<file path="config.mk">
export PLATFORM = sky130hd
export DESIGN_NAME = rmw_top
export DESIGN_NICKNAME = d
export VERILOG_FILES = /design/src/design/rmw_pkg.sv /design/src/design/rmw_top.sv
export SDC_FILE = /design/constraint.sdc
export NUM_CORES = 1
export LEC_CHECK = 0
export ABC_AREA = 1
export ABC_CLOCK_PERIOD_IN_PS = 1700
export BUFFER_PORTS_ARGS = -buffer_cell sky130_fd_sc_hd__buf_4
export CAP_MARGIN = 20
export CORE_MARGIN = 4
export CORE_UTILIZATION = 31
export CTS_CLUSTER_DIAMETER = 60
export DETAILED_ROUTE_END_ITERATION = 6
export SYNTH_ARGS = -nofsm -noshare
export SYNTH_HDL_FRONTEND = slang
export SYNTH_SLANG_ARGS = --single-unit
</file>
<file path="constraint.sdc">
create_clock -name pclk -period 1.7 [get_ports pclk]
set_input_delay 0.085 -clock pclk [delete_from_list [all_inputs] [get_ports pclk]]
set_output_delay 0.085 -clock pclk [all_outputs]
set_load 0.02 [all_outputs]
</file>
<file path="src/design/rmw_pkg.sv">
// -----------------------------------------------------------------------------
// -----------------------------------------------------------------------------
package rmw_pkg;
  localparam logic [11:0] CTRL_ADDR = 12'h000;
  localparam logic [11:0] STAT_ADDR = 12'h004;
  localparam logic [11:0] WDOG_ADDR = 12'h008;
  localparam int CTRL_UNLOCK_BIT = 7;
  localparam int CTRL_PCFG_BIT = 6;
  localparam int CTRL_BADADDR_BIT = 5;
  localparam int CTRL_WDOG_BIT = 4;
  localparam int STAT_SLEEP_BIT = 7;
  localparam logic [7:0] WDOG_KEY1 = 8'h0a;
  localparam logic [7:0] WDOG_KEY2 = 8'h03;
  localparam logic [3:0] WDOG_TRIP = 4'h8;
  localparam int POR_MS = 10;
  localparam int CLK_MHZ = 250;
  localparam int POR_CYCLES = POR_MS * 1000 * CLK_MHZ;
  localparam logic [7:0] CTRL_RST = 8'h00;
  typedef enum logic [1:0] {RMW_POR, RMW_RUN, RMW_SLEEP} rmw_state_e;
  typedef struct packed {
    logic pwr;
    logic sys;
    logic pcfg;
    logic dormant;
  } rmw_rst_s;
endpackage : rmw_pkg

</file>
<file path="src/design/rmw_top.sv">
// Decided for this implementation: the APB register port and the register offsets.
`timescale 1ns/1ps
`default_nettype none
module rmw_top #(
  parameter int POR_COUNT = rmw_pkg::POR_CYCLES,
  parameter bit PIN_IS_COLD = 1'b1
) (
  input wire logic pclk,
  input wire logic presetn,
  input wire logic psel,
  input wire logic penable,
  input wire logic pwrite,
  input wire logic [11:0] paddr,
  input wire logic [31:0] pwdata,
  output logic [31:0] prdata,
  output logic pready,
  output logic pslverr,
  input wire logic regulator_ready,
  input wire logic reset_pin,
  input wire logic port_combo_req,
  input wire logic bad_address_req,
  input wire logic wdog_tick,
  input wire logic rc_osc_enable,
  input wire logic ext_clk_in_use,
  output rmw_pkg::rmw_rst_s rst_q
);
  // ---------------------------------------------------------------------------
  // Input synchronisers.
  // ---------------------------------------------------------------------------
  logic [5:0] s1_q, s2_q;
  logic pin_s, combo_s, badaddr_s, tick_s, rc_s, ext_s, tick_d1_q;
  // Only the second stage is read; first stage feeds nothing else.
  always_ff @(posedge pclk or negedge presetn) begin
    if (!presetn) begin
      s1_q <= 6'h00;
      s2_q <= 6'h00;
    end else begin
      s1_q <= {reset_pin, port_combo_req, bad_address_req, wdog_tick, rc_osc_enable,
               ext_clk_in_use};
      s2_q <= s1_q;
    end
  end
  assign {pin_s, combo_s, badaddr_s, tick_s, rc_s, ext_s} = s2_q;

  // ---------------------------------------------------------------------------
  // Power-up sequencing.
  // ---------------------------------------------------------------------------
  rmw_pkg::rmw_state_e state_q;
  logic [31:0] por_cnt_q;
  logic [1:0] rg_q;
  logic pwr_rst, sleep_go, pin_cold, warm_src;
  // The regulator flag is synchronised before use.
  always_ff @(posedge pclk or negedge presetn) begin
    if (!presetn) begin
      rg_q <= 2'b00;
    end else begin
      rg_q <= {rg_q[0], regulator_ready};
    end
  end
  // presetn models the supply edge; the count runs only once the regulator is up.
  always_ff @(posedge pclk or negedge presetn) begin
    if (!presetn) begin
      por_cnt_q <= 32'h0;
    end else if (state_q == rmw_pkg::RMW_POR && rg_q[1]) begin
      por_cnt_q <= por_cnt_q + 32'h1;
    end
  end
  assign pin_cold = PIN_IS_COLD && pin_s;
  // A pin on later revisions is a cold source; it asserts power-up reset while held but does not rerun the count.
  always_ff @(posedge pclk or negedge presetn) begin
    if (!presetn) begin
      state_q <= rmw_pkg::RMW_POR;
    end else begin
      case (state_q)
        rmw_pkg::RMW_POR: begin
          if (rg_q[1] && por_cnt_q >= POR_COUNT - 1) state_q <= rmw_pkg::RMW_RUN;
        end
        rmw_pkg::RMW_RUN: begin
          if (sleep_go) state_q <= rmw_pkg::RMW_SLEEP;
        end
        rmw_pkg::RMW_SLEEP: begin
          if (pin_s || combo_s) state_q <= rmw_pkg::RMW_RUN;
        end
        default: state_q <= rmw_pkg::RMW_POR;
      endcase
    end
  end
  assign pwr_rst = (state_q == rmw_pkg::RMW_POR) || pin_cold;

  // ---------------------------------------------------------------------------
  // APB slave.
  // ---------------------------------------------------------------------------
  logic acc, wr, hit_ctrl, hit_stat, hit_wdog, unmapped;
  logic [7:0] ctrl_q, flags_q;
  logic [3:0] wd_cnt_q;
  logic key_armed_q;
  assign acc = psel && penable;
  assign wr = acc && pwrite;
  assign hit_ctrl = paddr == rmw_pkg::CTRL_ADDR;
  assign hit_stat = paddr == rmw_pkg::STAT_ADDR;
  assign hit_wdog = paddr == rmw_pkg::WDOG_ADDR;
  assign unmapped = !(hit_ctrl || hit_stat || hit_wdog);
  // Zero wait states; unmapped addresses answer with an error and zeros.
  always_ff @(posedge pclk or negedge presetn) begin
    if (!presetn) begin
      pready <= 1'b0;
      pslverr <= 1'b0;
      prdata <= 32'h0;
    end else begin
      pready <= psel && !penable;
      pslverr <= psel && !penable && unmapped;
      if (psel && !penable && !pwrite) begin
        prdata <= hit_ctrl ? {24'h0, ctrl_q} :
                  hit_stat ? {24'h0, flags_q} :
                  hit_wdog ? {28'h0, wd_cnt_q} : 32'h0;
      end
    end
  end
  logic wr_done;
  assign wr_done = wr && pready;

  // ---------------------------------------------------------------------------
  // Control register.
  // ---------------------------------------------------------------------------
  // Watchdog enable can be set but only power-up clears it.
  always_ff @(posedge pclk or negedge presetn) begin
    if (!presetn) begin
      ctrl_q <= rmw_pkg::CTRL_RST;
    end else if (pwr_rst) begin
      ctrl_q <= rmw_pkg::CTRL_RST;
    end else if (wr_done && hit_ctrl) begin
      ctrl_q[7:5] <= pwdata[7:5];
      ctrl_q[rmw_pkg::CTRL_WDOG_BIT] <= ctrl_q[rmw_pkg::CTRL_WDOG_BIT] |
                                       pwdata[rmw_pkg::CTRL_WDOG_BIT];
    end
  end
  assign sleep_go = wr_done && hit_stat && pwdata[rmw_pkg::STAT_SLEEP_BIT] &&
                    ctrl_q[rmw_pkg::CTRL_UNLOCK_BIT];

  // ---------------------------------------------------------------------------
  // Watchdog.
  // ---------------------------------------------------------------------------
  logic tick_ok, wd_trip, key_ok, bus_err;
  // Stops when the RC is off while an external clock runs.
  assign tick_ok = tick_s && !tick_d1_q && !(ext_s && !rc_s);
  always_ff @(posedge pclk or negedge presetn) begin
    if (!presetn) begin
      tick_d1_q <= 1'b0;
    end else begin
      tick_d1_q <= tick_s;
    end
  end
  assign key_ok = wr_done && hit_wdog && key_armed_q && pwdata[7:0] == rmw_pkg::WDOG_KEY2;
  // Any other write to the watchdog register breaks the sequence.
  always_ff @(posedge pclk or negedge presetn) begin
    if (!presetn) begin
      key_armed_q <= 1'b0;
    end else if (pwr_rst) begin
      key_armed_q <= 1'b0;
    end else if (wr_done && hit_wdog) begin
      key_armed_q <= pwdata[7:0] == rmw_pkg::WDOG_KEY1;
    end
  end
  assign wd_trip = wd_cnt_q == rmw_pkg::WDOG_TRIP;
  // Tick period must give at least 2 s from 0 to 8.
  always_ff @(posedge pclk or negedge presetn) begin
    if (!presetn) begin
      wd_cnt_q <= 4'h0;
    end else if (pwr_rst || key_ok || rst_q.sys) begin
      wd_cnt_q <= 4'h0;
    end else if (tick_ok && !wd_trip && state_q == rmw_pkg::RMW_RUN) begin
      wd_cnt_q <= wd_cnt_q + 4'h1;
    end
  end

  // ---------------------------------------------------------------------------
  // Reset merging and cause flags.
  // ---------------------------------------------------------------------------
  logic wd_src, ba_src, combo_src, pin_warm;
  assign wd_src = wd_trip && ctrl_q[rmw_pkg::CTRL_WDOG_BIT];
  assign ba_src = (badaddr_s || (acc && unmapped)) &&
                  ctrl_q[rmw_pkg::CTRL_BADADDR_BIT];
  assign bus_err = ba_src;
  assign combo_src = combo_s;
  assign pin_warm = pin_s && !PIN_IS_COLD;
  assign warm_src = wd_src || bus_err || combo_src || pin_warm;
  // Outputs are registered; power-up dominates all.
  always_ff @(posedge pclk or negedge presetn) begin
    if (!presetn) begin
      rst_q <= '{pwr: 1'b1, sys: 1'b1, pcfg: 1'b1, dormant: 1'b1};
    end else begin
      rst_q.pwr <= pwr_rst;
      rst_q.sys <= pwr_rst || warm_src;
      rst_q.pcfg <= pwr_rst || (warm_src && ctrl_q[rmw_pkg::CTRL_PCFG_BIT]);
      rst_q.dormant <= pwr_rst || state_q == rmw_pkg::RMW_SLEEP || sleep_go;
    end
  end
  logic [7:0] set_v;
  assign set_v = {2'b00, bus_err, wd_src, combo_src, pin_s,
                  pin_s && state_q == rmw_pkg::RMW_SLEEP, 1'b0};
  // A new cause in the clearing cycle wins.
  always_ff @(posedge pclk or negedge presetn) begin
    if (!presetn) begin
      flags_q <= 8'h00;
    end else if (state_q == rmw_pkg::RMW_POR) begin
      flags_q <= 8'h00;
    end else if (wr_done && hit_stat) begin
      flags_q <= set_v;
    end else begin
      flags_q <= flags_q | set_v;
    end
  end
endmodule : rmw_top
`default_nettype wire

</file>
==> results.md <==
- Yosys mapped a number of flops with a built-in enable equal to 0.
- In this run the critical register-to-register path is launched from state_q[1].
- The floorplan die width is 121.2 um.
- Summing internal, switching and leakage power gives 4117 uW.
- The clock tree buffer depth is 2.
- The startpoint of the tightest hold check path is pwdata[5].
- The number of antenna violations at the first check in global routing is 0.
- The number of warnings reported in the yosys synthesis log is 0.
- STA classifies the critical path endpoint as a flop.
- The worst hold path was traced through 3 stages.
- The count of maximum capacitance violations is 0.
- Summed over all failing endpoints, the final setup total negative slack is 0 ns.
- The post-route netlist has 20.04% of its cells at a drive strength greater than 1.
- TritonCTS created 9 clock buffers.
- The most used flip-flop cell after synthesis is dfrtp_1.
- The highest ir drop seen on vdd is 0.4403 mV.
- The total area inside the core boundary comes to 12570 sq um.
- Of all flip-flops after synthesis, the portion carrying an async set or reset was 100.0%.
- The first global-routing pass estimated 14750 um of wire.
- The total non-filler cell area in the finished layout is 5042 sq um.
- The cell accounting for the most synthesized area is dfrtp_1.
- The number of H-tree levels is 3.
- For this design the ratio of total power to cell area is 816.4 nW/um^2.
- The run finished with clean final reports.
- After global routing the overflow that remains totals 0.
- The critical path class is reg -> reg.
- The flip-flop and latch count after synthesis is 77.
- After synthesis the cells add up to 3974 sq um.
- The cell count after synthesis is 480.
- The shortest period the worst path allows is 1.575 ns.
- Among all cell types in the netlist, the one instantiated most often is nand2_1.
- The maximum number of pins on one net before global-route repair is 36.
- The violation count after the first detailed-routing iteration is 208.
- By count the netlist is led by 129 x nand2_1, 73 x dfrtp_1, 61 x nor2_1.
- The net count of the finished layout is 623.
- The number of cells traversed by the worst register-to-register path is 10.
- The layout-stage area growth over the synthesis result is 26.89%.
- The type of origin of the critical path is a flop.
- The worst hold-check slack is 0.01816 ns.
- The CTS tree is yes.
- The final wirelength is 8651 um.
- At the worst endpoint, the arrival time is 1.80 ns.
- Counting every sink on the clock net gives 77.
- The via-per-instance ratio is 4.323.
- Setup repair after global routing left no endpoint under its margin.
- For the worst setup path, the data required time is 1.92 ns.
- The routed layout has 3203 vias.
- For flop-to-flop paths, the worst setup slack is 0.13 ns.
- Clock latency on the worst-skew pair, taken at its later pin, is 0.34 ns.
- In the post-synthesis netlist, the biggest area contributors are dfrtp_1 46%, nand2_1 12%, nor2_1 5.8%, buf_4 4.5%, inv_1 4.5%.
- The worst register-to-register path ends at por_cnt_q[25].
- The floorplan has 41 rows.
- The clock transition at the registers of the reported paths is 0.06 ns.
- The I/O pin count is 94.
- The final routed wire length divided by cell count is 11.67 um.
- The initial utilization of the core area, before any placement, comes to 31.62%.
- In this run the worst path has a maximum fanout of 13.
- The number of hold-slack violations in the final timing report came to 0.
- The maximum operating frequency is 635.1 MHz.
- The worst clock skew is 0.006034 ns.
- The half-perimeter wire length after placement is 6577 um.
- For this design the static power due to leakage is 0.002470 uW.
- The number of iterations in the first detailed-routing pass is 4.
- The cell sitting at the root of the clock tree is a clkbuf_16.
- The mean area per synthesized cell is 8.279 sq um.
- The post-detailed-route DRC marker count is 0.
- The top-area cell type share of the netlist area is 45.97%.
- The congestion estimate from routability-driven global placement came to 0.8306.
- The final-report max-slew violation count was 0.
- The number of distinct library cells after synthesis is 38.
- The antenna diode count is 0.
- The remaining antenna violation count is 0.
- The height of the die is 121.2 um.
- The number of global-route vias before repair is 3201.
- The setup violation total in the final timing report is 0.
- The type of the tightest min-delay check is in -> reg.
- The sequential fraction of the synthesis area is 48.61%.
- The final period utilization is 92.63%.
- The number of input and output port buffers inserted is 45.
- The global-route total usage across every layer is 12.64%.
- In this run the cell area measured after placement is 4572 sq um.
- At the end of the flow the core is filled with cells to 40.12%.
- The die area is 14690 sq um.
- The end of the worst hold path is ctrl_q[5].
-- critical path: stages, from the launching register on --
cell	delay, ns
dfrtp_1	0.40
nor2_4	0.18
nand2_8	0.11
nor3_4	0.18
nand2_4	0.10
nor2_4	0.11
nand2_4	0.08
nor2_8	0.12
nand2_1	0.06
nand2_1	0.06
nand2_1	0.05
-- registers in the layout, indices dropped and copies added (netlist names), 4 cells and up --
| signal | count |
|---|---|
| por_cnt_q | 32 |
| prdata | 8 |
| s1_q | 6 |
| s2_q | 6 |
| flags_q | 5 |
| ctrl_q | 4 |
| rst_q | 4 |
| wd_cnt_q | 4 |
-- cell families after synthesis --
kind of cell / after synthesis / share of synthesized area [%]
AOI/OAI and AO/OA: 29 / 3.904
xor gates and xnor gates: 25 / 5.510
adders and majority gates: 3 / 0.9447
buffers and inverters: 76 / 9.477
DFF: 77 / 48.61
other: 1 / 0.09437
and+or+nand+nor: 269 / 31.45
-- area by class of cell --
cell class / instances / area (sq um)
clock buffers: 10 / 239.0
flip-flops and latches: 77 / 1934
fillers: 1288 / 7526
repair buffers: 76 / 610.6
well taps: 172 / 215.2
inverters: 50 / 187.7
clock inverters: 6 / 68.82
multi-input cells: 350 / 1787
-- timing repair --
| item | CTS | global route |
|---|---|---|
| hold buffers | 11 | 0 |
| gates resized for setup | 0 | 12 |
| setup buffers | 0 | 2 |
| endpoints found under the setup margin | 0 | 10 |
| hold endpoints to repair | 64 | 0 |
-- routing by layer --
layer  wire [um]  share of wire, %  vias up  GRT usage [%]
met2        4126                48       83          20.98
li1            -                 -     1632              -
met4         147               1.7        0          4.482
met3         535               6.2       12          4.196
met5           0                 0        -              0
met1        3842                44     1476          15.36
-- worst max path at each step --
| stage | startpoint | endpoint | slack [ns] | cells past startpoint |
|---|---|---|---|---|
| 6_report | state_q[1] | por_cnt_q[25] | 0.13 | 10 |
| 2_1_floorplan | state_q[0] | por_cnt_q[25] | 0.18 | 10 |
| 3_3_place_gp | por_cnt_q[0] | por_cnt_q[28] | 0.13 | 8 |
| 5_1_grt | por_cnt_q[3] | por_cnt_q[22] | 0.002 | 9 |
| 3_5_place_dp | state_q[1] | por_cnt_q[25] | 0.11 | 10 |
| 4_1_cts | por_cnt_q[2] | por_cnt_q[25] | 0.09 | 9 |
-- through the flow --
| stage | cells | worst slack, ns |
|---|---|---|
| 2_1_floorplan | 503 | 0.1823 |
| 3_3_place_gp | 712 | 0.1267 |
| 3_5_place_dp | 712 | 0.1088 |
| 4_1_cts | 739 | 0.08825 |
| 5_1_grt | 741 | 0.001986 |
| 6_report | 741 | 0.1254 |
-- power breakdown --
part	leakage (uW)	switching, uW	total [uW]	internal [uW]
combinational	0.00133	163	272	109
clock	0.000149	773	1960	1190
sequential	0.000991	15.2	1890	1870
total	0.00247	952	4120	3170
-- cells in the final DEF, fill, tap and decap left out, drive strengths merged, types with 12 or more instances in the layout --
cell type / count
nand2: 133
dfrtp: 73
nor2: 67
buf: 65
inv: 51
nand3: 28
conb: 24
nor3: 19
xor2: 18
a21oi: 13
o21ai: 12
No activity file was read; power rests on OpenSTA's default activity.
